$ cat src/cifma_pkg.sv
// Package for the CPU interrupt flag, mask and acknowledge block.
// Assumes a 16-bit data-memory register port on the CPU clock.
package cifma_pkg;

  localparam logic [15:0] CIFMA_LVL_MASK_ADDR  = 16'h0004;
  localparam logic [15:0] CIFMA_LVL_PEND_ADDR  = 16'h0006;
  localparam logic [15:0] CIFMA_EXT_A_CR_ADDR  = 16'h7070;
  localparam logic [15:0] CIFMA_NMI_CR_ADDR    = 16'h7072;
  localparam logic [15:0] CIFMA_EXT_B_CR_ADDR  = 16'h7078;
  localparam logic [15:0] CIFMA_EXT_C_CR_ADDR  = 16'h707A;

  localparam int CIFMA_NUM_LEVELS   = 6;
  localparam int CIFMA_STACK_DEPTH  = 8;
  localparam int CIFMA_LVL_HIGH_IDX = 0;
  localparam int CIFMA_LVL_PDP_IDX  = 1;
  localparam int CIFMA_LVL_LOW_IDX  = 5;

  // Control register field positions
  localparam int CIFMA_CR_FLAG_BIT = 15;
  localparam int CIFMA_CR_PIN_BIT  = 6;
  localparam int CIFMA_CR_DIR_BIT  = 4;
  localparam int CIFMA_CR_DOUT_BIT = 3;
  localparam int CIFMA_CR_POL_BIT  = 2;
  localparam int CIFMA_CR_PRI_BIT  = 1;
  localparam int CIFMA_CR_EN_BIT   = 0;

  localparam logic [5:0]  CIFMA_PEND_RESET = 6'h00;
  localparam logic [4:0]  CIFMA_CR_RESET   = 5'h00;
  localparam logic [15:0] CIFMA_PC_RESET   = 16'h0000;

  // Nonmaskable sources
  typedef enum logic [2:0] {
    CIFMA_NM_RESET_PIN = 3'h0,
    CIFMA_NM_NMI_PIN   = 3'h1,
    CIFMA_NM_NMI_INSTR = 3'h2,
    CIFMA_NM_SWI_INSTR = 3'h3,
    CIFMA_NM_TRAP      = 3'h4
  } cifma_nm_src_t;

  typedef struct packed {
    logic        wr;
    logic        rd;
    logic [15:0] addr;
    logic [15:0] wdata;
  } cifma_bus_t;

  typedef struct packed {
    logic        valid;
    logic        nonmask;
    logic [2:0]  level;
    logic [15:0] ret_pc;
  } cifma_ack_t;

endpackage

$ cat src/cifma_core.sv
// CPU interrupt core: level flags, level mask, global mask, acknowledge, return stack.
// Assumes a CPU sequencer that polls ack each instruction boundary.
`timescale 1ns/1ps
module cifma_core
  import cifma_pkg::*;
(
  // Clock and reset
  input  wire logic             clock,
  input  wire logic             reset,
  // Data-memory register port
  input  wire cifma_bus_t       bus,
  output logic           [15:0] rdata,
  // External pins
  input  wire logic       [2:0] ext_pin_in,
  output logic            [2:0] ext_pin_out,
  output logic            [2:0] ext_pin_oe,
  input  wire logic             nmi_pin_in,
  input  wire logic             power_drive_fault,
  output logic                  drive_outputs_hiz,
  // Peripheral requests with their own mask bits, per level
  input  wire logic       [5:0] periph_flag,
  input  wire logic       [5:0] periph_mask,
  // Sequencer
  input  wire logic             reset_pin_event,
  input  wire logic             nmi_instr,
  input  wire logic             swi_instr,
  input  wire logic       [2:0] swi_level,
  input  wire logic             trap_instr,
  input  wire logic             set_global_mask,
  input  wire logic             clear_global_mask,
  input  wire logic             return_instr,
  input  wire logic      [15:0] next_pc,
  output cifma_ack_t            ack,
  output logic           [15:0] return_pc,
  output logic                  global_mask_bit,
  output logic                  stack_overflow
);

  logic [5:0]  level_pending_flags_q;
  logic [5:0]  level_mask_register_q;
  logic        global_mask_q;
  logic        hold_off_q;
  logic        pdp_sync1_q;
  logic        pdp_sync2_q;
  logic        pdp_prev_q;
  logic        hiz_q;
  logic [15:0] stack_q [CIFMA_STACK_DEPTH];
  logic [3:0]  sp_q;
  cifma_ack_t  ack_q;
  logic [15:0] rdata_q;
  logic        ovf_q;

  wire [15:0] cr_rd [4];
  wire [3:0]  edge_p;
  wire [3:0]  en;
  wire [3:0]  lowp;
  wire [3:0]  cr_wr;

  function automatic logic [2:0] first_level(input logic [5:0] v);
    logic [2:0] r;
    r = 3'h0;
    for (int i = CIFMA_NUM_LEVELS - 1; i >= 0; i--) begin
      if (v[i]) begin
        r = 3'(i);
      end
    end
    return r;
  endfunction

  function automatic logic [5:0] onehot(input logic [2:0] l);
    return 6'h01 << l;
  endfunction

  assign cr_wr[0] = bus.wr & (bus.addr == CIFMA_EXT_A_CR_ADDR);
  assign cr_wr[1] = bus.wr & (bus.addr == CIFMA_EXT_B_CR_ADDR);
  assign cr_wr[2] = bus.wr & (bus.addr == CIFMA_EXT_C_CR_ADDR);
  assign cr_wr[3] = bus.wr & (bus.addr == CIFMA_NMI_CR_ADDR);

  // Nonmaskable pin rides as the fourth lane so no lane indexes past the pin bus
  wire [3:0] pin_all = {nmi_pin_in, ext_pin_in};

  for (genvar g = 0; g < 4; g++) begin : g_pin
    cifma_ext_pin #(.IS_NMI(g == 3)) u_pin (
      .clock       (clock),
      .reset       (reset),
      .pin_in      (pin_all[g]),
      .pin_out     (),
      .pin_oe      (),
      .sel_wr      (cr_wr[g]),
      .wdata       (bus.wdata),
      .cr_rdata    (cr_rd[g]),
      .edge_pulse  (edge_p[g]),
      .req_enabled (en[g]),
      .req_low_pri (lowp[g])
    );
  end

  // Pin A has no data direction; B and C may drive as general-purpose outputs
  assign ext_pin_out = {cr_rd[2][CIFMA_CR_DOUT_BIT], cr_rd[1][CIFMA_CR_DOUT_BIT], 1'b0};
  assign ext_pin_oe  = {cr_rd[2][CIFMA_CR_DIR_BIT] & ~en[2], cr_rd[1][CIFMA_CR_DIR_BIT] & ~en[1], 1'b0};

  wire [5:0] ext_req;
  assign ext_req[CIFMA_LVL_HIGH_IDX] = |(edge_p[2:0] & ~lowp[2:0]);
  assign ext_req[CIFMA_LVL_LOW_IDX]  = |(edge_p[2:0] & lowp[2:0]);
  assign ext_req[4:2]                = 3'h0;
  assign ext_req[CIFMA_LVL_PDP_IDX]  = pdp_sync2_q & ~pdp_prev_q;

  wire [5:0] set_req   = (periph_flag & periph_mask) | ext_req;
  wire       pend_wr   = bus.wr & (bus.addr == CIFMA_LVL_PEND_ADDR);
  wire       mask_wr   = bus.wr & (bus.addr == CIFMA_LVL_MASK_ADDR);
  wire [5:0] sw_clear  = pend_wr ? bus.wdata[5:0] : 6'h00;
  wire [5:0] ready_lvl = level_pending_flags_q & level_mask_register_q;
  wire       nm_take   = reset_pin_event | edge_p[3] | nmi_instr | swi_instr | trap_instr;
  wire       m_take    = ~nm_take & (|ready_lvl) & ~global_mask_q & ~hold_off_q;
  wire [2:0] m_level   = first_level(ready_lvl);
  wire [5:0] ack_clear = m_take ? onehot(m_level) : 6'h00;
  // Trap alone leaves the global mask; any other source in the same cycle still sets it
  wire       gm_set    = m_take | reset_pin_event | edge_p[3] | nmi_instr | swi_instr
                         | set_global_mask;
  wire       any_take  = m_take | nm_take;
  // Full stack: the newest return address overwrites the top entry
  wire [2:0] push_idx  = sp_q[3] ? 3'h7 : sp_q[2:0];
  wire [2:0] nm_code   = reset_pin_event ? CIFMA_NM_RESET_PIN : edge_p[3] ? CIFMA_NM_NMI_PIN :
                         nmi_instr ? CIFMA_NM_NMI_INSTR : swi_instr ? CIFMA_NM_SWI_INSTR : CIFMA_NM_TRAP;

  // Pending flags: hardware set beats software and acknowledge clears
  always_ff @(posedge clock) begin
    if (reset) begin
      level_pending_flags_q <= CIFMA_PEND_RESET;
    end else begin
      level_pending_flags_q <= set_req | (level_pending_flags_q & ~sw_clear & ~ack_clear);
    end
  end

  // No reset term: the mask survives reset
  always_ff @(posedge clock) begin
    if (mask_wr) begin
      level_mask_register_q <= bus.wdata[5:0];
    end
  end

  always_ff @(posedge clock) begin
    if (reset) begin
      global_mask_q <= 1'b1;
      hold_off_q    <= 1'b0;
    end else begin
      global_mask_q <= gm_set ? 1'b1 : (clear_global_mask ? 1'b0 : global_mask_q);
      hold_off_q    <= clear_global_mask;
    end
  end

  // Drive protect: synchronise fault, latch output float until software clears the level one flag
  always_ff @(posedge clock) begin
    if (reset) begin
      pdp_sync1_q <= 1'b0;
      pdp_sync2_q <= 1'b0;
      pdp_prev_q  <= 1'b0;
      hiz_q       <= 1'b0;
    end else begin
      pdp_sync1_q <= power_drive_fault;
      pdp_sync2_q <= pdp_sync1_q;
      pdp_prev_q  <= pdp_sync2_q;
      hiz_q       <= pdp_sync2_q | (hiz_q & ~sw_clear[CIFMA_LVL_PDP_IDX]);
    end
  end

  // Return stack
  always_ff @(posedge clock) begin
    if (reset) begin
      sp_q  <= 4'h0;
      ovf_q <= 1'b0;
      for (int i = 0; i < CIFMA_STACK_DEPTH; i++) begin
        stack_q[i] <= CIFMA_PC_RESET;
      end
    end else if (any_take) begin
      stack_q[push_idx] <= next_pc;
      if (sp_q != 4'(CIFMA_STACK_DEPTH)) begin
        sp_q <= sp_q + 4'h1;
      end else begin
        ovf_q <= 1'b1;
      end
    end else if (return_instr && sp_q != 4'h0) begin
      sp_q <= sp_q - 4'h1;
    end
  end

  always_ff @(posedge clock) begin
    if (reset) begin
      ack_q <= '0;
    end else begin
      ack_q.valid   <= any_take;
      ack_q.nonmask <= nm_take;
      ack_q.level   <= nm_take ? nm_code : m_level;
      ack_q.ret_pc  <= next_pc;
    end
  end

  wire [15:0] rd_mux =
    (bus.addr == CIFMA_LVL_PEND_ADDR) ? {10'h000, level_pending_flags_q} :
    (bus.addr == CIFMA_LVL_MASK_ADDR) ? {10'h000, level_mask_register_q} :
    (bus.addr == CIFMA_EXT_A_CR_ADDR) ? cr_rd[0] :
    (bus.addr == CIFMA_EXT_B_CR_ADDR) ? cr_rd[1] :
    (bus.addr == CIFMA_EXT_C_CR_ADDR) ? cr_rd[2] :
    (bus.addr == CIFMA_NMI_CR_ADDR)   ? {cr_rd[3][15:7], cr_rd[3][6], 3'h0, cr_rd[3][2], 2'h0} : 16'h0000;

  always_ff @(posedge clock) begin
    if (reset) begin
      rdata_q <= 16'h0000;
    end else if (bus.rd) begin
      rdata_q <= rd_mux;
    end
  end

  assign rdata             = rdata_q;
  assign ack               = ack_q;
  assign return_pc         = (sp_q == 4'h0) ? CIFMA_PC_RESET : stack_q[3'(sp_q - 4'h1)];
  assign global_mask_bit   = global_mask_q;
  assign drive_outputs_hiz = hiz_q;
  assign stack_overflow    = ovf_q;

  ack_masked_a: assert property (@(posedge clock) disable iff (reset)
    m_take |-> (~global_mask_q && level_mask_register_q[m_level])) else $error("masked level taken");
  ack_clears_a: assert property (@(posedge clock) disable iff (reset)
    (m_take && !set_req[m_level]) |=> !level_pending_flags_q[$past(m_level)]) else $error("flag kept");
  ack_gmask_a: assert property (@(posedge clock) disable iff (reset)
    (m_take || nmi_instr || swi_instr) |=> global_mask_q) else $error("global mask not set");
  trap_keep_a: assert property (@(posedge clock) disable iff (reset)
    (trap_instr && !reset_pin_event && !edge_p[3] && !nmi_instr && !swi_instr && !set_global_mask
     && !clear_global_mask) |=> global_mask_q == $past(global_mask_q)) else $error("trap changed mask");
  nm_ack_a: assert property (@(posedge clock) disable iff (reset)
    nm_take |=> (ack.valid && ack.nonmask)) else $error("nonmaskable not acked");
  pend_set_a: assert property (@(posedge clock) disable iff (reset)
    set_req[0] |=> level_pending_flags_q[0]) else $error("set lost");
  w1c_a: assert property (@(posedge clock) disable iff (reset)
    (sw_clear[2] && !set_req[2]) |=> !level_pending_flags_q[2]) else $error("w1c failed");
  swi_keep_a: assert property (@(posedge clock) disable iff (reset)
    (swi_instr && level_pending_flags_q[swi_level] && !sw_clear[swi_level])
    |=> level_pending_flags_q[$past(swi_level)]) else $error("swi cleared flag");
  holdoff_a: assert property (@(posedge clock) disable iff (reset)
    clear_global_mask |=> !m_take) else $error("taken in hold-off");
  prio_a: assert property (@(posedge clock) disable iff (reset)
    m_take |-> (ready_lvl[m_level] && (ready_lvl & ((6'h01 << m_level) - 6'h01)) == 6'h00))
    else $error("priority wrong");
  push_a: assert property (@(posedge clock) disable iff (reset)
    (any_take && sp_q < 4'h8) |=> sp_q == $past(sp_q) + 4'h1) else $error("no push");

endmodule

$ cat src/cifma_ext_pin.sv
// One external interrupt pin: synchroniser, edge detect, control register.
// Assumes the pin is asynchronous to clock.
`timescale 1ns/1ps
module cifma_ext_pin
  import cifma_pkg::*;
#(
  parameter logic IS_NMI = 1'b0
) (
  // Clock and reset
  input  wire logic        clock,
  input  wire logic        reset,
  // Pin
  input  wire logic        pin_in,
  output logic             pin_out,
  output logic             pin_oe,
  // Register access, selected by parent
  input  wire logic        sel_wr,
  input  wire logic [15:0] wdata,
  output logic      [15:0] cr_rdata,
  // Request out
  output logic             edge_pulse,
  output logic             req_enabled,
  output logic             req_low_pri
);

  logic       sync1_q;
  logic       sync2_q;
  logic       prev_q;
  logic       flag_q;
  logic [4:0] cr_q;
  wire        edge_seen;
  wire        flag_clr;

  always_ff @(posedge clock) begin
    if (reset) begin
      sync1_q <= 1'b0;
      sync2_q <= 1'b0;
      prev_q  <= 1'b0;
    end else begin
      sync1_q <= pin_in;
      sync2_q <= sync1_q;
      prev_q  <= sync2_q;
    end
  end

  assign edge_seen = cr_q[CIFMA_CR_POL_BIT] ? (sync2_q & ~prev_q) : (~sync2_q & prev_q);
  assign flag_clr  = sel_wr & wdata[CIFMA_CR_FLAG_BIT];

  // Flag sets on the edge whether or not enabled; set wins over clear
  always_ff @(posedge clock) begin
    if (reset) begin
      flag_q <= 1'b0;
      cr_q   <= CIFMA_CR_RESET;
    end else begin
      flag_q <= edge_seen | (flag_q & ~flag_clr);
      if (sel_wr) begin
        cr_q <= {wdata[CIFMA_CR_DIR_BIT], wdata[CIFMA_CR_DOUT_BIT], wdata[CIFMA_CR_POL_BIT],
                 wdata[CIFMA_CR_PRI_BIT], wdata[CIFMA_CR_EN_BIT]};
      end
    end
  end

  assign req_enabled = IS_NMI | cr_q[CIFMA_CR_EN_BIT];
  assign req_low_pri = cr_q[CIFMA_CR_PRI_BIT];
  assign edge_pulse  = edge_seen & req_enabled;
  assign pin_out     = IS_NMI ? 1'b0 : cr_q[3];
  assign pin_oe      = IS_NMI ? 1'b0 : (cr_q[4] & ~cr_q[CIFMA_CR_EN_BIT]);
  assign cr_rdata    = {flag_q, 8'h00, sync2_q, 1'b0, cr_q[4], cr_q[3], cr_q[2], cr_q[1], cr_q[0]};

endmodule

$ cat config.mk
export PLATFORM = sky130hd
export DESIGN_NAME = cifma_core
export DESIGN_NICKNAME = d
export VERILOG_FILES = /design/src/cifma_pkg.sv /design/src/cifma_core.sv /design/src/cifma_ext_pin.sv
export SDC_FILE = /design/constraint.sdc
export NUM_CORES = 1
export LEC_CHECK = 0
export ABC_AREA = 1
export BUFFER_PORTS_ARGS = -buffer_cell sky130_fd_sc_hd__buf_2
export CAP_MARGIN = 20
export CORE_MARGIN = 5
export CORE_UTILIZATION = 50
export DETAILED_ROUTE_END_ITERATION = 10
export HOLD_SLACK_MARGIN = 0.1
export PLACE_DENSITY_LB_ADDON = 0.2
export REMOVE_ABC_BUFFERS = 1
export SYNTH_ARGS = -nofsm -noshare
export SYNTH_HDL_FRONTEND = slang
export SYNTH_SLANG_ARGS = --single-unit
$ cat constraint.sdc
create_clock -name clock -period 2.7 [get_ports clock]
set_input_delay 0.405 -clock clock [delete_from_list [all_inputs] [get_ports clock]]
set_output_delay 0.405 -clock clock [all_outputs]
set_load 0.005 [all_outputs]
==> results.toml <==
[final_layout]
post-route-util = 0.6027
instances_no_fill = 1445
area_growth_pct = 19.46
num-fill-cells = 1607
drive_gt1_frac = 0.1744
nNetsFinal = 1274

[power]
power_density_nw_per_um2 = 738.7
power_leakage_nw = 4.669
seq_power_share = 0.447
comb_power_share = 0.161
total_power_w = 0.008272
switching_share = 0.2564
peakVddDrop_uv = 514.5
power_frac_clock = 0.393
p_switching_w = 0.002121
power.internal_w = 0.006151

[synth]
synth.top_cell.area_share = 0.4293
yosys.area.top_type = "edfxtp_1"
synth.area.top_cells = "edfxtp_1 (43%), dfxtp_1 (17%), nor2_1 (13%)"
synth_area_um2 = 9374
ys_types = 37
ys.flop_type = "edfxtp_1"
synth_common_cells = "nor2_1 (325), edfxtp_1 (134), o21ai_0 (126)"
synth_seq_cells = 212
avgSynthCellArea_um2 = 8.852
yosysMostFrequentCell = "nor2_1"
ys_seq_area_frac = 0.5958
synthCells = 1059
synth_edf_count = 134
synthArstFlopShare = 0
ys_warn_count = 0

[die]
initial_utilization = 0.5045
core_um2 = 18580
dieHeight_um = 146.9
core.rowCount = 50
floorplan.die_area_um2 = 21590
ios = 141
fp.dieW_um = 146.9

[route]
drc = 0
ant_nets = 0
wire_per_inst_um = 16.85
drtIter0Drc = 564
first_pass_iters = 5
via_per_inst = 5.291
vias = 7645
drt-total-wl_um = 24350

[timing]
finalSetupViolations = 0
fin_tns_setup_ns = 0
tightest_slew_ns = 0.7260
report.final.slew_viol_count = 0
hold_viol_final = 0
fin_skew_ns = 0.01298
rsz0062_at_grt = "yes"
min_period_over_period = 0.9674
period_needed_ns = 2.612
finalWorstSetupSlack_ns = 0.08796
slew_headroom = 0.5154
max_clock_freq_ghz = 0.3828

[critical_path]
cp_max_fo = 13
worstSetupEndpointType = "primary output"
cp.arrival_ns = 2.21
critPathLaunchType = "flip-flop"
path_class = "flip-flop to primary output"
crit_path_start = "sp_q[0]"
reg2reg_from = "g_pin[3].u_pin.cr_q[2]"
critPathRequiredTime_ns = 2.30

[hold_path]
holdCritStartpoint = "nmi_pin_in"
hp-class = "input port to flip-flop"

[cts]
cts_inserted_buffers = 23
root_buffer = "clkbuf_16"
cts_buffer_depth = 3
cts_sinks = 212
cts_tree = "yes"
clk_pin_slew_ns = 0.06
clock_latency_ns = 0.51
htreeDepth = 1

[global_route]
first_global_vias = 7521
grt_max_degree = 72
antenna_found_initial = 1
gr-usage-all-layers = 0.2222
grt_pass1_wl_um = 38810
grt-ovfl-total = 0

[placed_design]
place.port_buffers = 118
pre_cts_ws_ns = 0.3272
dp_hpwl_um = 15860
place_inst = 1392
gp_congestion = 0.9026

[run]
cap_violations = 0

[status]
status = "complete, no violations"
## logic make-up after synthesis
logic type	share of synthesized area
compound gates	0.1240
mux	0.001068
flops	0.5958
buf+inv	0.06794
fa+ha+maj	0.002669
xor+xnor	0.003738
simple gates	0.2044
other cells	0.0004000
## final timing paths
| check | end | slack [ns] | depth (start not counted) |
|---|---|---|---|
| worst min register to register | g_pin[1].u_pin.sync2_q | 0.40 | 2 |
| worst min-delay path | g_pin[3].u_pin.sync1_q | 0.12 | 3 |
| worst max-delay path | return_pc[0] | 0.09 | 8 |
| worst max register to register | stack_q[6][13] | 0.40 | 10 |
## state kept, by name, indices dropped and copies added (netlist names), 4 cells and up
name	cells
stack_q	128
ack	21
g_pin.u_pin.cr_q	16
rdata	8
level_mask_register_q	6
level_pending_flags_q	6
g_pin.u_pin.flag_q	4
g_pin.u_pin.prev_q	4
g_pin.u_pin.sync1_q	4
g_pin.u_pin.sync2_q	4
sp_q	4
## what timing repair did
| item | CTS | global route |
|---|---|---|
| endpoints found under the setup margin | 16 | 14 |
| gates cloned | 1 | 0 |
| hold buffers | 5 | 0 |
| gates resized for setup | 8 | 18 |
| hold endpoints to repair | 5 | 0 |
| pin swaps | 2 | 3 |
| setup buffers | 2 | 2 |
## through the flow
step | area, um^2 | hold WS, ns
floorplan | 9109 | 0.3883
global placement | 10240 | 0.3902
detailed placement | 10240 | 0.3977
CTS | 11150 | 0.1075
global route | 11200 | 0.1211
finish | 11200 | 0.1158
## cells in the final DEF (no fill, tap or decap), types with 23 or more instances in the layout
cell       Yosys  routed
buf_2          5     118
nand3_1       27      27
clkbuf_16      0      23
edfxtp_1     134     134
buf_4         19      30
dfxtp_1       78      76
a21oi_1       45      45
nor2_1       325     324
o21ai_0      126     116
inv_1         74      70
nand2_1       98      98
## power groups by stage
stage	sequential, W	clock, W	combinational (W)
3_3_place_gp	0.00376	0	0.00118
5_1_grt	0.00371	0.00343	0.00147
2_1_floorplan	0.00377	0	0.000634
4_1_cts	0.00369	0.00328	0.00129
6_report	0.00370	0.00325	0.00133
3_5_place_dp	0.00376	0	0.00120
## critical path, cell delays in order (launching register included)
cell and delay (ns):
dfxtp_2 0.35, inv_2 0.06, ha_4 0.30, clkinvlp_4 0.16
buf_12 0.19, nor2_2 0.11, o21ai_1 0.10, a31oi_2 0.27
buf_2 0.15
## layout make-up
cell class	instances	area, um^2	share of cell area
diodes	1	2.502	0.0002235
clock buffers	31	625.6	0.05587
clock inverters	11	156.4	0.01397
inverters	90	341.6	0.03050
multi-input cells	707	3207	0.2864
flip-flops and latches	212	5588	0.4990
well taps	234	292.8	0.02615
repair buffers	159	984.7	0.08793
## per-layer routing
metal	track usage	wire length, um	vias up
met2	0.3890	12010	281
met3	0.03701	1728	39
met5	0	0	-
met1	0.2878	10060	3570
met4	0.05918	559	0
li1	-	-	3755
Power figures use the tool's default switching activity.
